`src/hdl/fsvrop_defs.svh`:
```
`ifndef FSVROP_DEFS_SVH
`define FSVROP_DEFS_SVH

// Command codes held in index 000 high byte
`define FSVROP_CMD_VERIFY_SECTION 8'h03
`define FSVROP_CMD_READ_ONCE      8'h04
`define FSVROP_CMD_PROGRAM        8'h06

// Index value required at launch per command
`define FSVROP_IDX_VERIFY 3'h2
`define FSVROP_IDX_READ   3'h1
`define FSVROP_IDX_PROG   3'h5

// One-time field geometry
`define FSVROP_ONCE_PHRASES 16'h0008

// Section boundary size, bytes (128 Kbyte)
`define FSVROP_SECTION_BYTES 18'h20000

// Program-array window, default valid region of the 18-bit map
`define FSVROP_PARRAY_LO 18'h30000
`define FSVROP_PARRAY_HI 18'h3ffff

// Erased phrase word pattern
`define FSVROP_ERASED_WORD 16'hffff

`endif

```
`src/hdl/fsvrop_pkg.sv`:
```
package fsvrop_pkg;

  typedef enum logic [1:0] {
    FSVROP_OP_VERIFY,
    FSVROP_OP_READ,
    FSVROP_OP_PROG
  } fsvrop_op_t;

  // Array port request bundle
  typedef struct packed {
    logic        rdReq;
    logic        wrReq;
    logic        once;
    logic [17:0] addr;
    logic [63:0] wrData;
  } fsvrop_arr_req_t;

  // Array port answer bundle
  typedef struct packed {
    logic        ack;
    logic        err;
    logic        uncorr;
    logic [63:0] rdData;
  } fsvrop_arr_rsp_t;

  // Status flags
  typedef struct packed {
    logic accessErr;
    logic protViol;
    logic verifyErr;
    logic verifyUncorr;
    logic singleFault;
    logic doubleFault;
  } fsvrop_status_t;

endpackage

```
`src/hdl/fsvrop_check.sv`:
```
`timescale 1ns/10ps
`default_nettype none

`include "fsvrop_defs.svh"

// Launch-time parameter check for the three commands
module fsvrop_check #(
  parameter logic [17:0] ARR_LO = `FSVROP_PARRAY_LO,
  parameter logic [17:0] ARR_HI = `FSVROP_PARRAY_HI
) (
  // Command parameters
  input  wire logic [15:0] cmdWord0,
  input  wire logic [15:0] cmdWord1,
  input  wire logic [15:0] cmdWord2,
  input  wire logic [2:0]  cmdIndex,
  // Mode and protection
  input  wire logic        modeVerifyOk,
  input  wire logic        modeReadOk,
  input  wire logic        modeProgOk,
  input  wire logic [17:0] protLo,
  input  wire logic [17:0] protHi,
  input  wire logic        protEn,
  // Result
  output logic             validCmd,
  output logic             access_error_flag,
  output logic             protErr
);

  logic [7:0]  code;
  logic [17:0] gAddr;
  logic [18:0] lastByte;
  logic        alignBad;
  logic        rangeBad;
  logic        crossBad;

  assign code  = cmdWord0[15:8];
  assign gAddr = {cmdWord0[1:0], cmdWord1};
  assign alignBad = gAddr[2:0] != 3'h0; // see [RQ4]
  assign rangeBad = (gAddr < ARR_LO) || (gAddr > ARR_HI); // see [RQ6]
  // Last byte of the section; a zero count checks nothing
  assign lastByte = {1'b0, gAddr} + {cmdWord2, 3'h0} - 19'h1;
  assign crossBad = (cmdWord2 != 16'h0) &&
                    (lastByte[18:17] != {1'b0, gAddr[17]}); // see [RQ5]

  always_comb begin
    validCmd = 1'b1;
    access_error_flag   = 1'b0;
    protErr  = 1'b0;
    case (code)
      `FSVROP_CMD_VERIFY_SECTION: begin
        access_error_flag = (cmdIndex != `FSVROP_IDX_VERIFY) || !modeVerifyOk || // see [RQ3] see [RQ7]
                 alignBad || rangeBad || crossBad;
      end
      `FSVROP_CMD_READ_ONCE: begin
        access_error_flag = (cmdIndex != `FSVROP_IDX_READ) || !modeReadOk || // see [RQ12] see [RQ7]
                 (cmdWord1 >= `FSVROP_ONCE_PHRASES); // see [RQ13]
      end
      `FSVROP_CMD_PROGRAM: begin
        access_error_flag  = (cmdIndex != `FSVROP_IDX_PROG) || !modeProgOk || // see [RQ18] see [RQ7]
                  alignBad || rangeBad;
        protErr = !access_error_flag && protEn && (gAddr >= protLo) && (gAddr <= protHi); // see [RQ19]
      end
      default: begin
        validCmd = 1'b0;
        access_error_flag   = 1'b1;
      end
    endcase
  end

endmodule

`default_nettype wire

```
`src/hdl/fsvrop_seq.sv`:
```
`timescale 1ns/10ps
`default_nettype none

`include "fsvrop_defs.svh"

// What this block does
// [RQ1] Section verify: code 03 plus addr high, index1 addr low, index2 count.
// [RQ2] Section verify checks every phrase erased, then sets complete flag.
// [RQ3] Section verify launched with index other than 010 is an access error.
// [RQ4] Verify and program reject phrase addresses with nonzero low three bits.
// [RQ5] Section verify crossing a 128 Kbyte boundary is an access error.
// [RQ6] Verify and program reject addresses outside the program array.
// [RQ7] Any command launched in a mode forbidding it is an access error.
// [RQ8] Verify and read-once set error and uncorrectable flags on read faults.
// [RQ9] One-time field holds 64 bytes as 8 phrases in info region.
// [RQ10] Read-once: code 04, index1 phrase 0..7, results go to indices 2..5.
// [RQ11] Read-once fetches phrase into result registers, then sets complete flag.
// [RQ12] Read-once launched with index other than 001 is an access error.
// [RQ13] Read-once with phrase index out of range is an access error.
// [RQ14] Program-array reads during read-once return invalid data.
// [RQ15] Software must not run read-once from the block holding the field.
// [RQ16] Program: code 06 plus addr high, index1 addr low, indices 2..5 data.
// [RQ17] Program writes four words, reads back to verify, then completes.
// [RQ18] Program launched with index other than 101 is an access error.
// [RQ19] Program into a protected region sets the protection violation flag.
// [RQ20] Program read-back faults set error and uncorrectable flags.
// [RQ21] Software programs only erased phrases, never cumulatively.
// [RQ22] Software clears pending error flags before a new command sequence.
// [RQ23] Array read during a command returns invalid data, sets both fault flags. Code sets them only if neither is already set.
// [RQ24] Launch-time errors skip array work and complete at once.
module fsvrop_seq #(
  parameter logic [17:0] ARR_LO = `FSVROP_PARRAY_LO,
  parameter logic [17:0] ARR_HI = `FSVROP_PARRAY_HI
) (
  // Clock and reset
  input  wire logic                     clk,
  input  wire logic                     rst_n,
  // Command object access
  input  wire logic                     cobWrEn,
  input  wire logic [15:0]              cobWrData,
  input  wire logic                     idxWrEn,
  input  wire logic [2:0]               idxWrData,
  output logic [2:0]                    commandObjectIndex,
  output logic [15:0]                   cobRdData,
  // Launch and flag clearing (write-one-to-clear)
  input  wire logic                     launch,
  input  wire logic                     clrAccessErr,
  input  wire logic                     clrProtViol,
  input  wire logic                     clrSingleFault,
  input  wire logic                     clrDoubleFault,
  // Mode and protection configuration
  input  wire logic                     modeVerifyOk,
  input  wire logic                     modeReadOk,
  input  wire logic                     modeProgOk,
  input  wire logic                     protEn,
  input  wire logic [17:0]              protLo,
  input  wire logic [17:0]              protHi,
  // Status
  output logic                          commandCompleteFlag,
  output fsvrop_pkg::fsvrop_status_t    flashStatusRegister,
  // CPU reads of the program array
  input  wire logic                     cpuRdEn,
  input  wire logic [63:0]              cpuRdArray,
  output logic [63:0]                   cpuRdData,
  // Flash array port
  output fsvrop_pkg::fsvrop_arr_req_t   arrReq,
  input  wire fsvrop_pkg::fsvrop_arr_rsp_t arrRsp
);

  typedef enum logic [2:0] {
    FSVROP_IDLE,
    FSVROP_ISSUE,
    FSVROP_WAIT,
    FSVROP_PWRITE,
    FSVROP_PVERIFY
  } fsvrop_state_t;

  ////////////////////////////////////////////////////////////////////////////
  // Command object registers

  logic [15:0]               cob_q [0:5];
  logic [2:0]                idx_q;
  fsvrop_state_t             state_q;
  fsvrop_pkg::fsvrop_op_t    op_q;
  logic [17:0]               addr_q;
  logic [15:0]               remain_q;
  logic                      command_complete_flag_q;
  fsvrop_pkg::fsvrop_status_t stat_q;
  logic [63:0]               cpuRd_q;
  logic                      validCmd;
  logic                      chkAcc;
  logic                      chkProt;
  logic                      rdBusy;
  logic                      startOk;
  logic                      rdDone;
  logic                      rdFail;
  logic [63:0]               progData;

  // Launch is taken only while idle with the complete flag set
  assign startOk = launch && command_complete_flag_q && (state_q == FSVROP_IDLE);

  fsvrop_check #(
    .ARR_LO (ARR_LO),
    .ARR_HI (ARR_HI)
  ) u_check (
    .cmdWord0     (cob_q[0]),
    .cmdWord1     (cob_q[1]),
    .cmdWord2     (cob_q[2]),
    .cmdIndex     (idx_q),
    .modeVerifyOk (modeVerifyOk),
    .modeReadOk   (modeReadOk),
    .modeProgOk   (modeProgOk),
    .protLo       (protLo),
    .protHi       (protHi),
    .protEn       (protEn),
    .validCmd     (validCmd),
    .access_error_flag       (chkAcc),
    .protErr      (chkProt)
  );

  always_ff @(posedge clk or negedge rst_n) begin
    if (!rst_n) begin
      idx_q <= 3'h0;
    end else if (idxWrEn && command_complete_flag_q) begin
      idx_q <= idxWrData;
    end
  end

  // Words written by software, or the read-once result words
  always_ff @(posedge clk or negedge rst_n) begin
    if (!rst_n) begin
      for (int i = 0; i < 6; i++) begin
        cob_q[i] <= 16'h0;
      end
    end else if (state_q == FSVROP_WAIT && op_q == fsvrop_pkg::FSVROP_OP_READ && arrRsp.ack) begin
      cob_q[2] <= arrRsp.rdData[63:48]; // see [RQ11] see [RQ10]
      cob_q[3] <= arrRsp.rdData[47:32];
      cob_q[4] <= arrRsp.rdData[31:16];
      cob_q[5] <= arrRsp.rdData[15:0];
    end else if (cobWrEn && command_complete_flag_q && idx_q <= 3'h5) begin
      cob_q[idx_q] <= cobWrData;
    end
  end

  assign commandObjectIndex = idx_q;
  assign cobRdData          = (idx_q <= 3'h5) ? cob_q[idx_q] : 16'h0;

  ////////////////////////////////////////////////////////////////////////////
  // Sequencer

  assign rdDone   = arrRsp.ack;
  assign rdFail   = arrRsp.err || arrRsp.uncorr;
  assign progData = {cob_q[2], cob_q[3], cob_q[4], cob_q[5]}; // see [RQ16]

  always_ff @(posedge clk or negedge rst_n) begin
    if (!rst_n) begin
      state_q  <= FSVROP_IDLE;
      op_q     <= fsvrop_pkg::FSVROP_OP_VERIFY;
      addr_q   <= 18'h0;
      remain_q <= 16'h0;
      command_complete_flag_q   <= 1'b1;
    end else begin
      case (state_q)
        FSVROP_IDLE: begin
          if (startOk) begin
            command_complete_flag_q   <= 1'b0;
            addr_q   <= {cob_q[0][1:0], cob_q[1]}; // see [RQ1]
            remain_q <= cob_q[2];
            state_q  <= FSVROP_ISSUE;
            case (cob_q[0][15:8])
              `FSVROP_CMD_READ_ONCE: op_q <= fsvrop_pkg::FSVROP_OP_READ;
              `FSVROP_CMD_PROGRAM:   op_q <= fsvrop_pkg::FSVROP_OP_PROG;
              default:               op_q <= fsvrop_pkg::FSVROP_OP_VERIFY;
            endcase
          end
        end
        FSVROP_ISSUE: begin
          if (chkAcc || chkProt || !validCmd) begin
            state_q <= FSVROP_IDLE; // see [RQ24]
            command_complete_flag_q  <= 1'b1;
          end else if (op_q == fsvrop_pkg::FSVROP_OP_PROG) begin
            state_q <= FSVROP_PWRITE;
          end else if (op_q == fsvrop_pkg::FSVROP_OP_VERIFY && remain_q == 16'h0) begin
            state_q <= FSVROP_IDLE;
            command_complete_flag_q  <= 1'b1;
          end else begin
            state_q <= FSVROP_WAIT;
          end
        end
        FSVROP_WAIT: begin
          if (rdDone) begin
            if (op_q == fsvrop_pkg::FSVROP_OP_VERIFY && remain_q > 16'h1) begin
              remain_q <= remain_q - 16'h1; // see [RQ2]
              addr_q   <= addr_q + 18'h8;
            end else begin
              state_q <= FSVROP_IDLE;
              command_complete_flag_q  <= 1'b1;
            end
          end
        end
        FSVROP_PWRITE: begin
          if (rdDone) begin
            state_q <= FSVROP_PVERIFY;
          end
        end
        FSVROP_PVERIFY: begin
          if (rdDone) begin
            state_q <= FSVROP_IDLE; // see [RQ17]
            command_complete_flag_q  <= 1'b1;
          end
        end
        default: begin
          state_q <= FSVROP_IDLE;
          command_complete_flag_q  <= 1'b1;
        end
      endcase
    end
  end

  assign commandCompleteFlag = command_complete_flag_q;

  // Array requests are held as levels until the array answers
  always_comb begin
    arrReq        = '0;
    arrReq.addr   = addr_q;
    arrReq.wrData = progData;
    case (state_q)
      FSVROP_WAIT: begin
        arrReq.rdReq = 1'b1;
        if (op_q == fsvrop_pkg::FSVROP_OP_READ) begin
          arrReq.once = 1'b1; // see [RQ9]
          arrReq.addr = {cob_q[1][14:0], 3'h0};
        end
      end
      FSVROP_PWRITE: begin
        arrReq.wrReq = 1'b1;
      end
      FSVROP_PVERIFY: begin
        arrReq.rdReq = 1'b1;
      end
      default: begin
        arrReq.rdReq = 1'b0;
      end
    endcase
  end

  ////////////////////////////////////////////////////////////////////////////
  // Status flags; a hardware set wins over a clear in the same cycle

  logic erasedBad;
  logic verBad;
  logic chkEnd;

  assign erasedBad = (op_q == fsvrop_pkg::FSVROP_OP_VERIFY) &&
                     (arrRsp.rdData != {4{`FSVROP_ERASED_WORD}});
  assign verBad    = arrRsp.rdData != progData;
  assign chkEnd    = (state_q == FSVROP_ISSUE);
  assign rdBusy    = !command_complete_flag_q;

  always_ff @(posedge clk or negedge rst_n) begin
    if (!rst_n) begin
      stat_q.accessErr <= 1'b0;
      stat_q.protViol  <= 1'b0;
    end else begin
      if (chkEnd && (chkAcc || !validCmd)) begin
        stat_q.accessErr <= 1'b1; // see [RQ3] see [RQ12] see [RQ18]
      end else if (clrAccessErr) begin
        stat_q.accessErr <= 1'b0;
      end
      if (chkEnd && chkProt) begin
        stat_q.protViol <= 1'b1; // see [RQ19]
      end else if (clrProtViol) begin
        stat_q.protViol <= 1'b0;
      end
    end
  end

  // Verify flags restart at each accepted launch, then accumulate
  always_ff @(posedge clk or negedge rst_n) begin
    if (!rst_n) begin
      stat_q.verifyErr    <= 1'b0;
      stat_q.verifyUncorr <= 1'b0;
    end else if (startOk) begin
      stat_q.verifyErr    <= 1'b0;
      stat_q.verifyUncorr <= 1'b0;
    end else if (rdDone && (state_q == FSVROP_WAIT || state_q == FSVROP_PVERIFY)) begin
      if (rdFail || erasedBad || (state_q == FSVROP_PVERIFY && verBad)) begin
        stat_q.verifyErr <= 1'b1; // see [RQ8] see [RQ20]
      end
      if (arrRsp.uncorr) begin
        stat_q.verifyUncorr <= 1'b1; // see [RQ8] see [RQ20]
      end
    end
  end

  // A CPU array read while busy yields invalid data, and sets both fault flags only if neither is already set
  always_ff @(posedge clk or negedge rst_n) begin
    if (!rst_n) begin
      stat_q.singleFault <= 1'b0;
      stat_q.doubleFault <= 1'b0;
    end else begin
      if (cpuRdEn && rdBusy && !stat_q.singleFault && !stat_q.doubleFault) begin
        stat_q.singleFault <= 1'b1; // see [RQ23]
        stat_q.doubleFault <= 1'b1;
      end else begin
        if (clrSingleFault) begin
          stat_q.singleFault <= 1'b0;
        end
        if (clrDoubleFault) begin
          stat_q.doubleFault <= 1'b0;
        end
      end
    end
  end

  always_ff @(posedge clk or negedge rst_n) begin
    if (!rst_n) begin
      cpuRd_q <= 64'h0;
    end else if (cpuRdEn) begin
      cpuRd_q <= rdBusy ? {4{`FSVROP_ERASED_WORD}} : cpuRdArray; // see [RQ14] see [RQ23]
    end
  end

  assign cpuRdData           = cpuRd_q;
  assign flashStatusRegister = stat_q;

endmodule

`default_nettype wire

```
`config.mk`:
```
export PLATFORM = sky130hd
export DESIGN_NAME = fsvrop_seq
export DESIGN_NICKNAME = d
export VERILOG_FILES = /design/src/hdl/fsvrop_pkg.sv /design/src/hdl/fsvrop_check.sv /design/src/hdl/fsvrop_seq.sv
export VERILOG_INCLUDE_DIRS = /design/src /design/src/hdl
export SDC_FILE = /design/constraint.sdc
export NUM_CORES = 1
export LEC_CHECK = 0
export BUFFER_PORTS_ARGS = -buffer_cell sky130_fd_sc_hd__buf_4
export CAP_MARGIN = 5
export CORE_AREA = 10 10 175 177
export DETAILED_ROUTE_END_ITERATION = 10
export DIE_AREA = 0 0 185 187
export HOLD_SLACK_MARGIN = 0.15
export PLACE_DENSITY = 0.88
export SKIP_CTS_REPAIR_TIMING = 1
export SLEW_MARGIN = 25
export SYNTH_ARGS = -nofsm -noshare
export SYNTH_HDL_FRONTEND = slang
export SYNTH_SLANG_ARGS = --single-unit
```
`constraint.sdc`:
```
create_clock -name clk -period 3.3 [get_ports clk]
set_clock_uncertainty 0.2 [all_clocks]
set_input_delay 0.495 -clock clk [delete_from_list [all_inputs] [get_ports clk]]
set_output_delay 0.495 -clock clk [all_outputs]
set_load 0.01 [all_outputs]
```
## Yosys cells after proc, flatten, opt, wreduce, memory -nomap -nowiden

Cells that the tools add are included.

- Bitwise gates (word level): 3
- Reductions and logical operators: 70
- $add $sub $neg: 4
- Eq/ne operators: 23
- Mux-type cells: 54
- Order comparisons: 9

Operators with widths:

| operator | number |
|---|---|
| two-way mux 64 bit | 3 |
| two-way mux 16 bit | 7 |
| bitwise mux 96 bit | 1 |
| != test 64 bit | 1 |
| != test 64 bit (second input constant) | 1 |
| two-way mux 18 bit | 3 |
| binary-select mux 16 bit (select 3 bit) | 1 |
| demux 16 bit (select 3 bit) | 1 |
| two-way mux 19 bit | 2 |
| case mux 18 bit (2 select lines) | 1 |
| case mux 16 bit (2 select lines) | 1 |
| logical AND 1 bit | 22 |
| adder 18 x 19 -> 19 bit | 1 |
| two-way mux 1 bit | 19 |
| subtractor 19 x 1 -> 19 bit (second input constant) | 1 |
| adder 18 x 4 -> 18 bit (second input constant) | 1 |
| greater-or-equal comparator 18 bit | 1 |
| greater-than comparator 18 bit (second input constant) | 1 |
| less-or-equal comparator 18 bit | 1 |
| < comparator 18 bit (second input constant) | 1 |
| nonzero test 2 bit | 9 |
| logical OR 1 bit | 17 |
| equality test 8 x 3 -> 1 bit (second input constant) | 2 |
| greater-or-equal comparator 16 x 4 -> 1 bit (second input constant) | 1 |
| other kinds (36) | 64 |

- Flip-flop bits (word level): 209
- Output and inout bits: 175
- Input port bits: 200
- Word-level logic and storage cells: 182

## Depth between registers and ports, before layout

Gate-level depths: netlist of the first run.

- Word-level depth: 13
- Mapped depth: 12
- Depth with buffers taken out: 12

## By module

From an unflattened synthesis of the first run, not the netlist that was laid out.

- Cell total of the unflattened synthesis: 1543
- Area total of the unflattened synthesis: 13583.0 sq um

By module, submodules not included:

| module | sequential area each (sq um) | cells an instance | instances | area an instance (sq um) |
|---|---|---|---|---|
| fsvrop_seq | 5231.3 | 1259 | 1 | 11626.2 |
| fsvrop_check | 0.0 | 284 | 1 | 1956.9 |

## Least setup slack after synthesis of the first run

Ideal clock, no wire load.

- Path type: reg2reg
- Start: reg cob_q, in the netlist arrReq[53]
- End: reg command_complete_flag_q (netlist: commandCompleteFlag)
- Arrival time: 2.462 ns
- Data required time: 3.021 ns
- Setup time: 0.079 ns
- Setup slack: 0.559 ns
- Clock period less this slack: 2.741 ns
- Buffers on the path: 0
- Stages on the path, launching flop included: 13
- Path through: dfrtp_1 inv_1 ha_1 inv_1 ha_1 a21o_1 a2bb2oi_1 o2111ai_1 o21ai_0 a21oi_1 a311o_1 nand3b_1 a22o_1

- Word-level cells in the longest chain between the ends: 10
- Elaborated cells between the ends (all ways): 14
- Those cells by class: 2 x add/sub; 3 x eq/ne; 3 x mux; 6 x reduce/logical

RTL lines:

| item | line | text |
|---|---|---|
| from (decl) | fsvrop_seq.sv:81 | `logic [15:0] cob_q [0:5];` |
| from (signal, indexed assignment) | fsvrop_seq.sv:141 | `cob_q[idx_q] <= cobWrData;` |
| adder 18 x 19 -> 19 bit | fsvrop_check.sv:41 | `assign lastByte = {1'b0, gAddr} + {cmdWord2, 3'h0} - 19'h1;` |
| subtractor 19 x 1 -> 19 bit | fsvrop_check.sv:41 |  |
| != test 2 x 1 -> 1 bit | fsvrop_check.sv:43 | `(lastByte[18:17] != {1'b0, gAddr[17]});` |
| logical AND 1 bit * | fsvrop_check.sv:42 | `assign crossBad = (cmdWord2 != 16'h0) &&` |
| logical OR 1 bit * | fsvrop_check.sv:51 | `` access_error_flag = (cmdIndex != `FSVROP_IDX_VERIFY) \|\| !modeVerifyOk \|\| `` |
| case mux 1 bit (3 select lines) * | fsvrop_check.sv:49 | `case (code)` |
| logical OR 1 bit * (2 in series) | fsvrop_seq.sv:178 | `if (chkAcc \|\| chkProt \|\| !validCmd) begin` |
| != test 3 x 1 -> 1 bit (no source line) (tied with other cells) | -- |  |
| AND reduction 7 bit (no source line) / case mux 1 bit (5 select lines) (equally long branches) | -- |  |
| to (signal assigned) | fsvrop_seq.sv:180 | `command_complete_flag_q <= 1'b1;` |
| to (signal assigned) | fsvrop_seq.sv:185 | `command_complete_flag_q <= 1'b1;` |
| to (signal assigned) | fsvrop_seq.sv:197 | `command_complete_flag_q <= 1'b1;` |
| to (decl) | fsvrop_seq.sv:87 | `logic command_complete_flag_q;` |

Mark *: on every way between the ends. The rest lies on a longest branch, timed or not.
A chain may end at the register's enable or synchronous reset.

## Final worst setup path of the first run

- Start: reg idx_q[0] (netlist: commandObjectIndex[0])
- End: out cobRdData[3]

- Word-level cells in the longest chain between the ends: 5
- Elaborated cells between the ends (all ways): 6
- Those cells by class: 1 x order compare; 4 x mux; 1 x bitwise

RTL lines:

| item | line | text |
|---|---|---|
| from (decl) | fsvrop_seq.sv:82 | `logic [2:0] idx_q;` |
| from (signal assigned) | fsvrop_seq.sv:125 | `idx_q <= idxWrData;` |
| inverter 3 -> 4 bit (not written as such) | fsvrop_seq.sv:146 | `assign cobRdData = (idx_q <= 3'h5) ? cob_q[idx_q] : 16'h0;` |
| binary-select mux 16 bit (select 3 bit) | fsvrop_seq.sv:146 |  |
| two-way mux 16 bit (not written as such) (2 in series) | fsvrop_seq.sv:146 |  |
| two-way mux 16 bit * | fsvrop_seq.sv:146 |  |
| to (decl) | fsvrop_seq.sv:44 | `output logic [15:0] cobRdData,` |

Mark *: on every way between the ends. The rest lies on a longest branch, timed or not. The select of a mux whose other input is x is not followed.

==> results of run 1 <==
cell usage after synthesis, types with 35 or more instances:
cell type  instances
a31oi_1           75
nor2_1           197
o21ai_0           77
mux2_2            35
nor4_1            35
inv_1            173
xor2_1            65
ha_1              71
mux2i_1           81
a21oi_1          120
clkbuf_1          63
dfrtp_1          208
nand2_1           63
buf_4             64
stage by stage:
step                      setup slack [ns]  setup TNS, ns
after detailed placement             0.337              0
after CTS                           0.0917              0
final                               0.0302              0
after global routing              -0.00396       -0.00396
after floorplan                      0.559              0
after global placement               0.403              0
final cells by class:
class	instances	area, um2	area share, %
Inverter	173	649	3.47
Clock buffer	36	696	3.71
Timing Repair Buffer	584	4830	25.8
Tap cell	346	433	2.31
Sequential cell	209	5230	27.9
Clock inverter	8	105	0.561
Antenna cell	4	10.0	0.0534
Multi-Input combinational cell	1029	6780	36.2
state kept, by name (all words and copies together), names as in the netlist:
register and flops:
arrReq 64, cpuRdData 64, cob_q 32, addr_q 18
remain_q 16, flashStatusRegister 6, commandObjectIndex 3, state_q 3
op_q 2, commandCompleteFlag 1
power groups by stage:
stage / combinational (W) / clock, W / sequential, W
final: 0.00919 / 0.00275 / 0.00480
after CTS: 0.00876 / 0.00275 / 0.00471
after detailed placement: 0.00871 / 0 / 0.00473
after global placement: 0.00846 / 0 / 0.00467
after global routing: 0.00993 / 0.00287 / 0.00489
after floorplan: 0.00528 / 0 / 0.00457
metal layers:
layer  up-vias  GRT usage [%]  part of all wire (%)
met5         -              0                     0
met2      1183           46.9                    46
li1       6309              -                     -
met4         0           14.2                   7.1
met1      6832           36.2                    34
met3       293           7.56                    13
worst reg2reg max path, delay by kind of cell (launching register included):
| family | cells | cell delay, ns |
|---|---|---|
| compound gates | 6 | 1.12 |
| fa+ha+maj | 2 | 0.57 |
| buf+inv | 2 | 0.17 |
| flops | 1 | 0.47 |
| simple gates | 2 | 0.38 |
worst min-delay path by stage:
stage                         end  slack, ns  cells after the start
floorplan               addr_q[0]    -0.0006                      0
global placement        addr_q[1]       0.25                      2
detailed placement      addr_q[2]       0.27                      2
CTS                 cpuRdData[40]      -0.15                      1
global route           arrReq[50]       0.17                      3
finish                 arrReq[50]       0.14                      3
cell usage in the layout (no fill, tap or decap), drive strengths merged, types with 3 or more instances in the layout:
cell type,netlist,layout
buf,80,429
dfrtp,208,208
nor2,197,197
inv,173,173
dlygate4sd3,0,154
a21oi,120,120
mux2i,81,81
o21ai,78,78
a31oi,75,75
ha,71,71
xor2,65,65
nand2,63,63
clkbuf,64,37
nor4,35,35
mux2,35,35
nand4,31,31
o22ai,26,26
nand3,22,22
nor3,17,17
o221ai,15,15
and3,12,12
a21o,11,11
o211ai,6,6
clkinv,0,6
nand3b,5,5
o31ai,5,5
diode,0,4
a211oi,4,4
nand2b,4,4
and2,3,3
o21a,3,3
or2,3,3
a22oi,3,3
nor4b,3,3
kinds of logic after synthesis:
group,synth area share [%]
flip-flops,38.9
XOR/XNOR,4.30
AO/OA/AOI/OAI,16.2
AND/OR/NAND/NOR,14.2
multiplexers,8.96
adder cells (fa/ha/maj),6.61
buffers and inverters,10.8
==> flow_summary.yaml, run 1 <==
routing:
  first_pass_iters: 8
  routed_via_density: 6.12
  route.vias.total: 14600
  routed_wl_um: 57500
  wl_per_cell_um: 24.1
  drc: 0
  drt.antenna.violating_nets: 0
  drt-initial-drc-count: 1982
clock_network:
  path_clk_slew_ns: 0.06
  insertion_delay_ns: 0.53
  clkSinkCount: 209
  cts.path.max_buffers: 3
  root_buffer: "clkbuf_16"
  numCtsBuffers: 24
  htreeDepth: 1
  cts_tree: "yes"
worst_hold_path:
  hp-class: "primary input to register"
  hold_start: "arrRsp[50]"
worst_setup_path:
  r2r-start: "cob_q[68]"
  r2r_slack_ns: 0.32
  timing.rr.end: "commandCompleteFlag"
  worstPathCellList: "buf_4 -> nand3b_1 -> buf_4 -> o221ai_1 -> nor2_1 -> buf_4"
  worstPathBufferInverterCount: 3
  crit_fanout: 21
  arrival_ns: 2.57
  crit_slowest_cell: "dfrtp_1"
  cp-endpoint: "cobRdData[3]"
  cp-start-kind: "register"
  crit_top_cell: "buf_4"
  critical_path.top_delay_family: "buffers and inverters"
  critPathMaxStageDelay_ns: 0.44
  reg2reg_depth: 12
  crit_type: "register to output port"
  cp_data_required_time_ns: 2.60
  crit_start: "commandObjectIndex[0]"
  cp-end-kind: "output port"
  cp.depth: 6
yosys:
  seq_area_frac_synth_pct: 38.9
  synth_largest_area_cell: "dfrtp_1"
  syn-cell-area_um2: 13400
  ys_seq_elements: 209
  synth-async-reset-ratio_pct: 100
  synth_top_flop_cell: "dfrtp_1"
  netlist.area_leader.share_pct: 38.7
  avgSynthCellArea_um2: 8.64
  synthCells: 1555
  synth_nets: 1826
  synth_edf_count: 0
  yosys_warnings: 0
  synth_area_leaders: "dfrtp_1 (39%), ha_1 (6.6%), mux2i_1 (6.0%)"
  ys_types: 64
power:
  p_clk_share_pct: 16.4
  p_seq_share_pct: 28.7
  p_leak_nw: 9.14
  power_density_nw_per_um2: 894
  p_switching_w: 0.00760
  p_comb_share_pct: 54.9
  sw_frac_of_total_pct: 45.4
  power.internal_w: 0.00914
  total_power_w: 0.0167
  ir_drop_uv: 618
timing:
  layout_min_cycle_time_ns: 3.27
  tightest_slew_ns: 0.913
  finalHoldViolCount: 0
  setup_violations: 0
  period_share_pct: 99.1
  finalMaxSlewViolations: 0
  max-slew-margin-rel_pct: 39.1
  worst_hold_slack_ns: 0.145
  fmax_ghz: 0.306
place:
  numPortBuffers: 374
  place.gp.congestion: 0.974
  dp_cells: 2187
  post-dp-hpwl_um: 40700
  place_area_um2: 16400
floorplanning:
  chipHeight_um: 187
  die_area_um2: 34600
  ios: 375
  die_x_um: 185
  core-area_um2: 27300
  rows: 61
  start_util_pct: 49.2
cells_and_area:
  fin_nets: 2292
  final_util_pct: 68.5
  drive_gt1_share_pct: 25.2
  fin_cells: 2389
  final_area_um2: 18700
  area_delta_synth_final_pct: 39.4
  fillers: 1912
global_route:
  track_usage_pct: 29.4
  grt_pass1_vias: 13800
  overflow: 0
  grt_pass1_wl_um: 80100
  grt_max_degree: 87
  antenna_found_initial: 4
flow_run:
  cap_violations: 0
status:
  outcome: "complete, no violations"
(Power assumes the default switching activity.)
==> inputs of run 2 (changes only) <==
Settings changed: CAP_MARGIN 5 to not set, CORE_AREA 10 10 175 177 to 5 5 170 172, DIE_AREA 0 0 185 187 to 0 0 175 177.
==> flow_summary.yaml, run 2 (synthesis gave the netlist of run 1 again) <==
global_route:
  grt_max_degree: 130
  grt_pass1_wl_um: 77700
  track_usage_pct: 31.8
  grt_pass1_vias: 13500
  antenna_found_initial: 2
  overflow: 0
worst_setup_path:
  arrival_ns: 2.49
  reg2reg_depth: 12
  crit_start: "commandObjectIndex[0]"
  crit_slowest_cell: "dfrtp_1"
  crit_top_cell: "buf_4"
  cp_data_required_time_ns: 2.60
  cp-endpoint: "cobRdData[13]"
  worstPathCellList: "buf_4 -> mux2i_1 -> o21ai_0 -> o221ai_1 -> nor2_1 -> buf_4"
  critPathMaxStageDelay_ns: 0.54
  crit_type: "register to output port"
  crit_fanout: 19
  r2r_slack_ns: 0.20
  cp-start-kind: "register"
  timing.rr.end: "state_q[1]"
  r2r-start: "cob_q[68]"
  cp-end-kind: "output port"
cells_and_area:
  layout_commonest_cell: "buf_4"
  final_area_um2: 18800
  final_cell_mix: "buf_4 (426), dfrtp_1 (208), nor2_1 (195), inv_1 (173), dlygate4sd3_1 (152)"
  fin_nets: 2290
  area_delta_synth_final_pct: 39.9
  drive_gt1_share_pct: 25.5
routing:
  drc: 0
  top_layer_used: "met5"
  routed_via_density: 6.21
  drt.antenna.violating_nets: 0
  wl_met1_um: 19100
  wl_met3_um: 7550
  routed_wl_um: 57700
  wl_met2_um: 26600
  wl_per_cell_um: 24.2
  drt-initial-drc-count: 1704
  first_pass_iters: 9
  route.vias.total: 14800
floorplanning:
  core-area_um2: 27300
  chipHeight_um: 177
  start_util_pct: 49.2
  rows: 61
  die_x_um: 175
  die_area_um2: 31000
  ios: 375
timing:
  finalMaxSlewViolations: 0
  max-slew-margin-rel_pct: 37.1
  layout_min_cycle_time_ns: 3.19
  period_share_pct: 96.6
  finalHoldViolCount: 0
  setup_violations: 0
  fmax_ghz: 0.314
  tightest_slew_ns: 0.943
  setup_ws_ns: 0.114
  finalSetupTns_ns: 0
  grt_setup_unrepaired: "false"
worst_hold_path:
  min_delay_path_depth: 3
  hp-class: "primary input to register"
power:
  p_leak_nw: 9.18
  ir_drop_uv: 609
  power_density_nw_per_um2: 912
clock_network:
  insertion_delay_ns: 0.54
  cts.path.max_buffers: 3
  root_buffer: "clkbuf_16"
  numCtsBuffers: 24
  htreeDepth: 1
  path_clk_slew_ns: 0.06
  cts_tree: "yes"
  clkSinkCount: 209
place:
  post-dp-hpwl_um: 39100
  numPortBuffers: 374
  place_ws_ns: 0.249
  place_area_um2: 16400
  place.gp.congestion: 0.956
status:
  outcome: "complete, no violations"
flow_run:
  cap_violations: 0
## run 2: cell count changes in the layout (fill, tap and decap cells not counted), moves of 2 or more
cell / delta
clkbuf_1: -3
diode_2: -3
clkinv_2: -3
clkbuf_8: +5
bufinv_16: +2
dlygate4sd3_1: -2
## run 2: worst min-delay path by stage
stage                    end  slack [ns]         start
2_1_floorplan      addr_q[0]     -0.0006         rst_n
3_3_place_gp       addr_q[1]        0.25     addr_q[1]
3_5_place_dp    remain_q[15]        0.27  remain_q[15]
4_1_cts        cpuRdData[38]       -0.20         rst_n
5_1_grt           arrReq[62]        0.15    arrRsp[62]
6_report          arrReq[62]        0.11    arrRsp[62]
## run 2: cell type report
class | count | area [um2]
flip-flops and latches | 209 | 5230
repair buffers | 582 | 4790
multi-input cells | 1029 | 6790
fillers | 1876 | 8520
clock buffers | 39 | 778
well taps | 346 | 433
diodes | 1 | 2.50
inverters | 173 | 649
clock inverters | 5 | 125
## run 2: stage by stage
step	power (W)	utilization, %	instances	hold WS [ns]
after floorplan	0.00985	-	1555	-0.000591
after global placement	0.0130	59.9	2187	0.255
after detailed placement	0.0134	59.9	2187	0.268
after CTS	0.0165	63.2	2231	-0.205
after global routing	0.0180	68.8	2384	0.154
final	0.0171	68.8	2384	0.115
## run 2: metal layers
metal / up-vias / track usage (%)
met1: 6851 / 39.2
met2: 1267 / 52.4
li1: 6279 / -
met4: 2 / 14.2
met3: 399 / 8.91
met5: - / 0
## run 2: power breakdown
part           leakage (nW)  switching (W)  internal, W
registers              2.46        0.00125      0.00357
logic                  6.27        0.00531      0.00395
clock network         0.445        0.00114      0.00192
## run 2: worst max-delay path: cells and delay by family (launching register included)
kind,cells,cell delay [ns]
compound gates,2,0.39
flops,1,0.54
mux,1,0.16
simple gates,1,0.24
buf+inv,2,0.60
